$ cat config.mk
export PLATFORM = sky130hd
export DESIGN_NAME = stk_timekeeper
export DESIGN_NICKNAME = d
export VERILOG_FILES = /design/src/include/stk_pkg.sv /design/src/include/stk_cal_if.sv /design/src/design/stk_calendar.sv /design/src/design/stk_timekeeper.sv
export SDC_FILE = /design/constraint.sdc
export NUM_CORES = 1
export LEC_CHECK = 0
export ABC_CLOCK_PERIOD_IN_PS = 4600
export BUFFER_PORTS_ARGS = -buffer_cell sky130_fd_sc_hd__buf_2
export CORE_MARGIN = 4
export CORE_UTILIZATION = 45
export CTS_BUF_LIST = sky130_fd_sc_hd__clkbuf_8
export CTS_CLUSTER_DIAMETER = 80
export CTS_CLUSTER_SIZE = 10
export DETAILED_ROUTE_END_ITERATION = 8
export SLEW_MARGIN = 30
export SYNTH_ARGS = -nofsm -noshare
export SYNTH_HDL_FRONTEND = slang
export SYNTH_HIERARCHICAL = 1
export SYNTH_SLANG_ARGS = --single-unit
$ cat constraint.sdc
create_clock -name REF_CLK -period 4.6 [get_ports REF_CLK]
set_clock_uncertainty 0.05 [all_clocks]
set_input_delay 0.46 -clock REF_CLK [delete_from_list [all_inputs] [get_ports REF_CLK]]
set_output_delay 0.46 -clock REF_CLK [all_outputs]
set_load 0.01 [all_outputs]
$ cat src/include/stk_pkg.sv
// Shared constants and types for the serial BCD timekeeper.
package stk_pkg;
   // Register select codes.
   localparam logic [2:0] ADDR_SEC = 3'h0;
   localparam logic [2:0] ADDR_MIN = 3'h1;
   localparam logic [2:0] ADDR_HOUR = 3'h2;
   localparam logic [2:0] ADDR_DATE = 3'h3;
   localparam logic [2:0] ADDR_MONTH = 3'h4;
   localparam logic [2:0] ADDR_WEEKDAY = 3'h5;
   localparam logic [2:0] ADDR_YEAR = 3'h6;
   localparam logic [2:0] ADDR_LOCK = 3'h7;
   // Field positions.
   localparam int HALT_BIT = 7;
   localparam int FMT12_BIT = 7;
   localparam int MER_BIT = 5;
   localparam int LOCK_BIT = 7;
   localparam int DIR_BIT = 0;
   // Command byte fields.
   localparam logic [5:0] BURST_SEL = 6'h1f;
   localparam logic [3:0] TEST_HIGH = 4'h9;
   // Reset values: clock halted and write-locked until the host unlocks it.
   localparam logic [7:0] RST_SEC = 8'h80;
   localparam logic [7:0] RST_MIN = 8'h00;
   localparam logic [7:0] RST_HOUR = 8'h00;
   localparam logic [7:0] RST_DATE = 8'h01;
   localparam logic [7:0] RST_MONTH = 8'h01;
   localparam logic [7:0] RST_WEEKDAY = 8'h01;
   localparam logic [7:0] RST_YEAR = 8'h00;
   localparam logic [7:0] RST_LOCK = 8'h80;
   // Timebase: crystal rising edges per one-second tick.
   localparam int OSC_HZ = 32768;
   localparam int DIV_W = 16;
   // Serial control states.
   typedef enum logic [2:0] {
      ST_IDLE = 3'b000,
      ST_CMD = 3'b001,
      ST_WDATA = 3'b010,
      ST_RDATA = 3'b011,
      ST_DONE = 3'b100
   } stk_state_t;
endpackage

$ cat src/include/stk_cal_if.sv
// Carrier between the register file and the calendar advance logic.
`timescale 1ns/1ns
`default_nettype none
interface stk_cal_if;
   logic [6:0][7:0] cur;
   logic [6:0][7:0] nxt;
   modport regs (output cur, input nxt);
   modport cal (input cur, output nxt);
endinterface
`default_nettype wire

$ cat src/design/stk_calendar.sv
// Calendar advance: next BCD time and date values one second later.
`timescale 1ns/1ns
`default_nettype none
module stk_calendar (
   stk_cal_if.cal cal
);
   import stk_pkg::*;

   // BCD increment of a two-digit value.
   function automatic logic [7:0] bcd_inc(input logic [7:0] v);
      logic [7:0] r;
      r = (v[3:0] == 4'h9) ? {v[7:4] + 4'h1, 4'h0} : {v[7:4], v[3:0] + 4'h1};
      return r;
   endfunction

   logic [7:0] sec, min, hr, date, mon, wday, yr;
   logic c_min, c_hr, c_day, c_mon, c_yr, leap;
   logic [7:0] last_day;
   logic [4:0] hr12;
   logic [5:0] hr24;

   // Ripple carry from seconds up to year.
   always_comb begin
      sec = cal.cur[ADDR_SEC];
      min = cal.cur[ADDR_MIN];
      hr = cal.cur[ADDR_HOUR];
      date = cal.cur[ADDR_DATE];
      mon = cal.cur[ADDR_MONTH];
      wday = cal.cur[ADDR_WEEKDAY];
      yr = cal.cur[ADDR_YEAR];
      hr12 = hr[4:0];
      hr24 = hr[5:0];
      // Seconds keep the halt bit; it is not part of the count.
      c_min = (sec[6:0] == 7'h59);
      sec[6:0] = c_min ? 7'h00 : 7'(bcd_inc({1'b0, sec[6:0]}));
      c_hr = c_min && (min[6:0] == 7'h59);
      if (c_min) begin
         min = c_hr ? 8'h00 : bcd_inc(min);
      end
      c_day = 1'b0;
      if (c_hr) begin
         if (hr[FMT12_BIT]) begin
            // 12-hour counting: 11 to 12 flips the meridiem, 12 to 01.
            if (hr12 == 5'h11) begin
               c_day = hr[MER_BIT];
               hr[MER_BIT] = ~hr[MER_BIT];
               hr[4:0] = 5'h12;
            end else if (hr12 == 5'h12) begin
               hr[4:0] = 5'h01;
            end else begin
               hr[4:0] = 5'(bcd_inc({3'b000, hr12}));
            end
         end else begin
            // 24-hour counting: bit 5 acts as the twenties digit.
            c_day = (hr24 == 6'h23);
            hr[5:0] = c_day ? 6'h00 : 6'(bcd_inc({2'b00, hr24}));
         end
      end
      // Leap years are those of the two-digit year divisible by four.
      leap = yr[4] ? (yr[3:0] == 4'h2 || yr[3:0] == 4'h6) :
         (yr[3:0] == 4'h0 || yr[3:0] == 4'h4 || yr[3:0] == 4'h8);
      case (mon)
         8'h02: last_day = leap ? 8'h29 : 8'h28;
         8'h04, 8'h06, 8'h09, 8'h11: last_day = 8'h30;
         default: last_day = 8'h31;
      endcase
      c_mon = c_day && (date >= last_day);
      if (c_day) begin
         date = c_mon ? 8'h01 : bcd_inc(date);
         wday = (wday >= 8'h07) ? 8'h01 : bcd_inc(wday);
      end
      c_yr = c_mon && (mon >= 8'h12);
      if (c_mon) begin
         mon = c_yr ? 8'h01 : bcd_inc(mon);
      end
      if (c_yr) begin
         yr = (yr == 8'h99) ? 8'h00 : bcd_inc(yr);
      end
      cal.nxt[ADDR_SEC] = sec;
      cal.nxt[ADDR_MIN] = min;
      cal.nxt[ADDR_HOUR] = hr;
      cal.nxt[ADDR_DATE] = date;
      cal.nxt[ADDR_MONTH] = mon;
      cal.nxt[ADDR_WEEKDAY] = wday;
      cal.nxt[ADDR_YEAR] = yr;
   end
endmodule
`default_nettype wire

$ cat src/design/stk_timekeeper.sv
// Serial BCD timekeeper: three-wire link, register file and timebase.
//
// Contract
// - Command bit 0: 0 write, 1 read.
// - Command bits 3..1 select one of eight registers.
// - Burst command moves all eight registers in order.
// - Write-lock set blocks timekeeping register writes.
// - Burst write never changes the write-lock bit.
// - Seconds bit 7 halts or restarts the timebase.
// - Hours bit 7 selects 12 or 24 hours.
// - Hours bit 5: PM flag or twenties digit.
// - Registers hold packed BCD within documented ranges.
// - Raised enable starts the serial control logic.
// - Low enable aborts transfer, releases data line.
// - Sample on rising edge, drive after falling.
// - Write takes eight bits LSB first, then ignores.
// - Read drives eight bits from next falling edge.
// - Continued clocking during read repeats the data.
// - Command and data travel LSB first.
`timescale 1ns/1ns
`default_nettype none
module stk_timekeeper #(
   parameter int unsigned TICK_DIV = stk_pkg::OSC_HZ
) (
   input wire logic REF_CLK,
   input wire logic SYS_RST,
   input wire logic TRANSFER_ENABLE,
   input wire logic SHIFT_CLK,
   input wire logic DATA_IN,
   input wire logic CRYSTAL_IN,
   output logic DATA_OUT,
   output logic DATA_OE,
   output logic CRYSTAL_OUT
);
   import stk_pkg::*;

   // Pin synchronisers; the third stage exists only to find edges.
   logic en_s1_r, en_s2_r;
   logic ck_s1_r, ck_s2_r, ck_s3_r;
   logic dt_s1_r, dt_s2_r;
   logic xt_s1_r, xt_s2_r, xt_s3_r;
   logic sclk_rise, sclk_fall, xtal_rise;

   // Serial control state.
   stk_state_t st_r, st_nxt;
   logic [7:0] sh_r, sh_nxt;
   logic [2:0] bit_r, bit_nxt;
   logic [2:0] addr_r, addr_nxt;
   logic burst_r, burst_nxt;
   logic out_r, out_nxt;
   logic oe_r, oe_nxt;
   logic wr_en;
   logic [7:0] rd_byte;

   // Register file and timebase.
   logic [7:0][7:0] tk_r, tk_nxt;
   logic [DIV_W-1:0] div_r, div_nxt;
   logic tick;
   logic xo_r, xo_nxt;
   logic halted, locked;

   stk_cal_if cal_bus ();

   stk_calendar u_cal (
      .cal(cal_bus.cal)
   );

   // Every pin except SYS_RST passes two flip-flops before any logic sees it.
   always_ff @(posedge REF_CLK) begin
      if (SYS_RST) begin
         en_s1_r <= 1'b0;
         en_s2_r <= 1'b0;
         ck_s1_r <= 1'b0;
         ck_s2_r <= 1'b0;
         ck_s3_r <= 1'b0;
         dt_s1_r <= 1'b0;
         dt_s2_r <= 1'b0;
         xt_s1_r <= 1'b0;
         xt_s2_r <= 1'b0;
         xt_s3_r <= 1'b0;
      end else begin
         en_s1_r <= TRANSFER_ENABLE;
         en_s2_r <= en_s1_r;
         ck_s1_r <= SHIFT_CLK;
         ck_s2_r <= ck_s1_r;
         ck_s3_r <= ck_s2_r;
         dt_s1_r <= DATA_IN;
         dt_s2_r <= dt_s1_r;
         xt_s1_r <= CRYSTAL_IN;
         xt_s2_r <= xt_s1_r;
         xt_s3_r <= xt_s2_r;
      end
   end

   // Data and clock share the same synchroniser depth, so setup is kept.
   assign sclk_rise = ck_s2_r & ~ck_s3_r;
   assign sclk_fall = ~ck_s2_r & ck_s3_r;
   assign xtal_rise = xt_s2_r & ~xt_s3_r;

   assign halted = tk_r[ADDR_SEC][HALT_BIT];
   assign locked = tk_r[ADDR_LOCK][LOCK_BIT];
   assign rd_byte = tk_r[addr_r];

   // Timebase divider; it stays cleared while the oscillator is halted.
   always_comb begin
      div_nxt = div_r;
      tick = 1'b0;
      xo_nxt = 1'b0;
      if (halted) begin
         div_nxt = '0;
      end else begin
         xo_nxt = ~xt_s2_r;
         if (xtal_rise) begin
            if (32'(div_r) == TICK_DIV - 1) begin
               div_nxt = '0;
               tick = 1'b1;
            end else begin
               div_nxt = div_r + DIV_W'(1);
            end
         end
      end
   end

   always_ff @(posedge REF_CLK) begin
      if (SYS_RST) begin
         div_r <= '0;
         xo_r <= 1'b0;
      end else begin
         div_r <= div_nxt;
         xo_r <= xo_nxt;
      end
   end

   // Serial command and data engine.
   always_comb begin
      st_nxt = st_r;
      sh_nxt = sh_r;
      bit_nxt = bit_r;
      addr_nxt = addr_r;
      burst_nxt = burst_r;
      out_nxt = out_r;
      oe_nxt = oe_r;
      wr_en = 1'b0;
      if (!en_s2_r) begin
         // A low enable ends any transfer and floats the data line.
         st_nxt = ST_IDLE;
         bit_nxt = 3'h0;
         oe_nxt = 1'b0;
         out_nxt = 1'b0;
      end else begin
         case (st_r)
            ST_IDLE: begin
               st_nxt = ST_CMD;
               bit_nxt = 3'h0;
            end
            ST_CMD: begin
               if (sclk_rise) begin
                  sh_nxt = {dt_s2_r, sh_r[7:1]};
                  bit_nxt = bit_r + 3'h1;
                  if (bit_r == 3'h7) begin
                     burst_nxt = (sh_nxt[6:1] == BURST_SEL);
                     addr_nxt = burst_nxt ? ADDR_SEC : sh_nxt[3:1];
                     if (!sh_nxt[7] || (sh_nxt[7:4] == TEST_HIGH && sh_nxt[0])) begin
                        // Invalid and test commands are ignored outright.
                        st_nxt = ST_DONE;
                     end else if (sh_nxt[DIR_BIT]) begin
                        st_nxt = ST_RDATA;
                     end else begin
                        st_nxt = ST_WDATA;
                     end
                  end
               end
            end
            ST_WDATA: begin
               if (sclk_rise) begin
                  sh_nxt = {dt_s2_r, sh_r[7:1]};
                  bit_nxt = bit_r + 3'h1;
                  if (bit_r == 3'h7) begin
                     wr_en = 1'b1;
                     if (burst_r && addr_r != ADDR_LOCK) begin
                        addr_nxt = addr_r + 3'h1;
                     end else begin
                        st_nxt = ST_DONE;
                     end
                  end
               end
            end
            ST_RDATA: begin
               if (sclk_fall) begin
                  out_nxt = rd_byte[bit_r];
                  oe_nxt = 1'b1;
                  bit_nxt = bit_r + 3'h1;
                  if (bit_r == 3'h7 && burst_r) begin
                     // Wraps past the last register, so bursts repeat.
                     addr_nxt = addr_r + 3'h1;
                  end
               end
            end
            ST_DONE: begin
               st_nxt = ST_DONE;
            end
            default: begin
               st_nxt = ST_IDLE;
            end
         endcase
      end
   end

   always_ff @(posedge REF_CLK) begin
      if (SYS_RST) begin
         st_r <= ST_IDLE;
         sh_r <= 8'h00;
         bit_r <= 3'h0;
         addr_r <= 3'h0;
         burst_r <= 1'b0;
         out_r <= 1'b0;
         oe_r <= 1'b0;
      end else begin
         st_r <= st_nxt;
         sh_r <= sh_nxt;
         bit_r <= bit_nxt;
         addr_r <= addr_nxt;
         burst_r <= burst_nxt;
         out_r <= out_nxt;
         oe_r <= oe_nxt;
      end
   end

   assign cal_bus.cur = tk_r[6:0];

   // Register file: a host write in the same cycle as a tick wins.
   always_comb begin
      tk_nxt = tk_r;
      if (tick) begin
         tk_nxt[6:0] = cal_bus.nxt;
      end
      if (wr_en) begin
         if (addr_r == ADDR_LOCK) begin
            if (!burst_r) begin
               // Only the lock bit is stored; the other seven bits read as zero.
               tk_nxt[ADDR_LOCK] = {sh_nxt[LOCK_BIT], 7'h00};
            end
         end else if (!locked) begin
            tk_nxt[addr_r] = sh_nxt;
         end
      end
   end

   always_ff @(posedge REF_CLK) begin
      if (SYS_RST) begin
         tk_r[ADDR_SEC] <= RST_SEC;
         tk_r[ADDR_MIN] <= RST_MIN;
         tk_r[ADDR_HOUR] <= RST_HOUR;
         tk_r[ADDR_DATE] <= RST_DATE;
         tk_r[ADDR_MONTH] <= RST_MONTH;
         tk_r[ADDR_WEEKDAY] <= RST_WEEKDAY;
         tk_r[ADDR_YEAR] <= RST_YEAR;
         tk_r[ADDR_LOCK] <= RST_LOCK;
      end else begin
         tk_r <= tk_nxt;
      end
   end

   // Outputs come straight from flip-flops.
   assign DATA_OUT = out_r;
   assign DATA_OE = oe_r;
   assign CRYSTAL_OUT = xo_r;
endmodule
`default_nettype wire

==> summary.md <==
| Metric | Value |
|---|---|
| CP dominant cell by count | `nor4_1` |
| CP Class | `reg2reg` |
| Htree depth | `3` |
| CP Cell Sequence | `nor4_1 -> nand2_1 -> nor4b_1 -> nor2_1 -> o21ai_1 -> ha_1 -> nor4_1 -> a21oi_1 -> o211ai_2 -> nor4_1 -> a311o_1 -> mux2i_1 -> o22ai_1` |
| Rel. slew slack | `0.334` |
| Routed Antenna Nets | `0` |
| CTS max path bufs | `2` |
| Tot GR Track Use | `0.218` |
| #FFs+latches synth | `111` |
| Area Overhead vs Synth | `3.29%` |
| Crit end category | `register` |
| Fin. Hold Viols | `0` |
| Leak | `3.08 nW` |
| Post-Syn Area per Cell | `8.65 um2` |
| Cell depth of the worst hold path | `2` |
| I/O Pins | `9` |
| Fillers | `1546` |
| Worst hold start | `DATA_IN` |
| Global route overflow | `0` |
| EDFF count, synth | `0` |
| Slowest cell on crit path | `o211ai_2` |
| Pre-CTS WS | `1.03 ns` |
| DR DRC count | `0` |
| Crit start category | `register` |
| Fin nets | `861` |
| Initial drt markers | `571` |
| Async SR Flop Fraction | `0` |
| Die ar. | `18400 um2` |
| IO buf count | `8` |
| Tcrit/Tclk final | `0.798` |
| CTS root buf | `clkbuf_8` |
| Initial Util | `0.461` |
| Post-DP HPWL | `13900 um` |
| Tmin final | `3.67 ns` |
| Worst slew pin tran | `0.999 ns` |
| Post-CTS Setup Bufs | `0` |
| Worst-path fanout max | `15` |
| ANT cells | `0` |
| Post-Synthesis Cells | `850` |
| Max Cap Violations | `0` |
| Worst path max stage delay | `0.58 ns` |
| Hold Crit Class | `in2reg` |
| Flop-to-flop setup slack | `0.93 ns` |
| Register area share after synthesis | `0.302` |
| WP data required | `4.83 ns` |
| Status | `completed` |
| CTS resizes | `0` |
| Drt via density | `6.14` |
| Fin worst setup slack | `0.927 ns` |
| Clock Latency Late Sink | `0.41 ns` |
| Reg2reg path depth | `13` |
| First drt pass iteration count | `6` |
| Die Span Y | `136 um` |
| Clk sinks | `111` |
| CTS clk-pin slew, worst paths | `0.12 ns` |
| Fin. max-slew vios | `0` |
| RSZ-0062 raised after global routing | `no` |
| Bufs and invs on worst path | `0` |
| Via count | `6416` |
| Critical R2R Launch | `cal_bus.cur[32]$_SDFF_PP1_` |
| DIE WIDTH | `136 um` |
| TNS Setup | `0 ns` |
| Routed len/inst | `18.9 um` |
| Core area | `15900 um2` |
| Initial antenna violation count | `0` |
| Post-Syn Area | `7350 um2` |
| Commonest non-fill, non-tap cell in the layout | `dfxtp_1` |
| Top delay family on crit path | `simple AND/OR/NAND/NOR gates` |
| Largest net degree at the start of global routing | `56` |
| Fmax achieved | `272 MHz` |
| Pwr Density | `211 nW/um2` |
| First-pass GRT wire length | `31800 um` |
| Total Wirelength | `19700 um` |
| Hold Path End | `dt_s1_r$_SDFF_PP0_` |
| Commonest non-fill, non-tap cells in the layout | `dfxtp_1, nor2_1, mux2i_1, nand2_1, o22ai_1` |
| Vias in the first global route | `6007` |
| Rows | `46` |
| Placer congestion estimate | `0.967` |
| Share of cells above drive strength 1 | `0.0905` |
| Ys Warns | `6` |
| # hold bufs at CTS | `0` |
| Prevailing post-synth register cell | `dfxtp_1` |
| Peak VDD IR | `0.124 mV` |
| Endpoints failing setup | `0` |
| Number of CTS-inserted buffers | `9` |
| Syn Nets | `887` |
| Worst Path Arrival | `3.91 ns` |
| CTS tree | `built` |
| Synth cell types | `83` |
| Worst R2R End | `cal_bus.cur[55]$_SDFF_PP0_` |
-- layout make-up --
| cell class | instances | area, um2 | share of cell area |
|---|---|---|---|
| inverter | 35 | 131 | 0.0173 |
| clock buffer | 10 | 138 | 0.0181 |
| clock inverter | 6 | 53.8 | 0.00709 |
| timing repair buffer | 13 | 77.6 | 0.0102 |
| multi-input combinational | 654 | 4700 | 0.619 |
| tap | 216 | 270 | 0.0356 |
| sequential | 111 | 2220 | 0.293 |
-- where the power goes --
part           switching, mW  internal [mW]  total [mW]  leakage (nW)
Clock                  0.377          0.223       0.600        0.0996
Combinational         0.0227        0.00913      0.0319          2.08
Sequential           0.00339          0.965       0.968         0.896
Total                  0.403           1.20        1.60          3.08
-- how the worst max path moves through the flow --
| stage | to | start | depth (start not counted) | slack, ns |
|---|---|---|---|---|
| 2_1_floorplan | cal_bus.cur[55]$_SDFF_PP0_ | cal_bus.cur[32]$_SDFF_PP1_ | 15 | 1.62 |
| 3_3_place_gp | cal_bus.cur[55]$_SDFF_PP0_ | cal_bus.cur[36]$_SDFF_PP0_ | 15 | 1.19 |
| 3_5_place_dp | cal_bus.cur[55]$_SDFF_PP0_ | cal_bus.cur[36]$_SDFF_PP0_ | 15 | 1.03 |
| 4_1_cts | cal_bus.cur[55]$_SDFF_PP0_ | cal_bus.cur[36]$_SDFF_PP0_ | 14 | 1.02 |
| 5_1_grt | cal_bus.cur[32]$_SDFF_PP1_ | cal_bus.cur[37]$_SDFF_PP0_ | 16 | 0.61 |
| 6_report | cal_bus.cur[55]$_SDFF_PP0_ | cal_bus.cur[32]$_SDFF_PP1_ | 13 | 0.93 |
-- cell families after synthesis --
group,count (synthesis),share of synthesized area
xor+xnor,22,0.0262
mux,86,0.134
fa+ha+maj,31,0.0528
flops,111,0.302
compound gates,208,0.190
buf+inv,85,0.0592
simple gates,307,0.236
-- worst register-to-register path, stage by stage (launching register included) --
cell,delay (ns)
dfxtp_1,0.43
nor4_1,0.33
nand2_1,0.15
nor4b_1,0.35
nor2_1,0.09
o21ai_1,0.14
ha_1,0.25
nor4_1,0.31
a21oi_1,0.18
o211ai_2,0.58
nor4_1,0.15
a311o_1,0.34
mux2i_1,0.13
o22ai_1,0.09
-- sequential cells by signal (all words and copies together) (netlist names), 3 cells and up --
signal       cells
tk_r             7
div_r           16
st_r             3
cal_bus.cur     56
bit_r            3
sh_r             8
addr_r           3
-- stage by stage --
| step | util | cell area (um2) | power (mW) | hold slack, ns | std cells |
|---|---|---|---|---|---|
| 2_1_floorplan | - | 7350 | 1.01 | 0.364 | 850 |
| 3_3_place_gp | 0.464 | 7390 | 1.02 | 0.368 | 1029 |
| 3_5_place_dp | 0.464 | 7400 | 1.02 | 0.377 | 1029 |
| 4_1_cts | 0.476 | 7590 | 1.62 | 0.185 | 1045 |
| 5_1_grt | 0.476 | 7590 | 1.66 | 0.211 | 1045 |
| 6_report | 0.476 | 7590 | 1.60 | 0.204 | 1045 |
-- layer usage --
| metal | wire (um) | track usage | part of all wire | vias to the layer above |
|---|---|---|---|---|
| met3 | 1150 | 0.0359 | 0.058 | 33 |
| met4 | 476 | 0.0823 | 0.024 | 0 |
| met5 | 0 | 0 | 0 | - |
| met2 | 9290 | 0.361 | 0.47 | 171 |
| li1 | - | - | - | 3094 |
| met1 | 8830 | 0.285 | 0.45 | 3118 |
-- synthesized netlist by cell type, types with 5 or more instances --
cell	n	share of area
a221oi_1	5	0.0060
buf_6	7	0.011
mux2i_1	69	0.094
o21ai_0	28	0.019
a21oi_1	27	0.018
a31oi_1	12	0.010
nand3_1	25	0.017
nor2_1	70	0.036
or3_1	8	0.0068
nor3_1	21	0.014
mux2_2	6	0.0092
clkbuf_1	13	0.0066
dfxtp_1	111	0.30
inv_1	33	0.017
nand4b_1	7	0.0083
buf_2	18	0.012
nor2b_1	20	0.017
nand3b_1	8	0.0082
o22a_1	6	0.0071
ha_1	31	0.053
buf_4	11	0.011
nand2b_1	21	0.018
nand4_1	9	0.0077
a211oi_1	5	0.0051
o21ai_1	19	0.013
xor2_1	12	0.014
a21o_1	10	0.010
nand4_2	5	0.0085
xnor2_1	10	0.012
nand2_1	62	0.032
o22ai_1	50	0.043
mux4_2	9	0.028
or2_2	5	0.0043
Note: power is estimated with default switching activity, not from simulation.
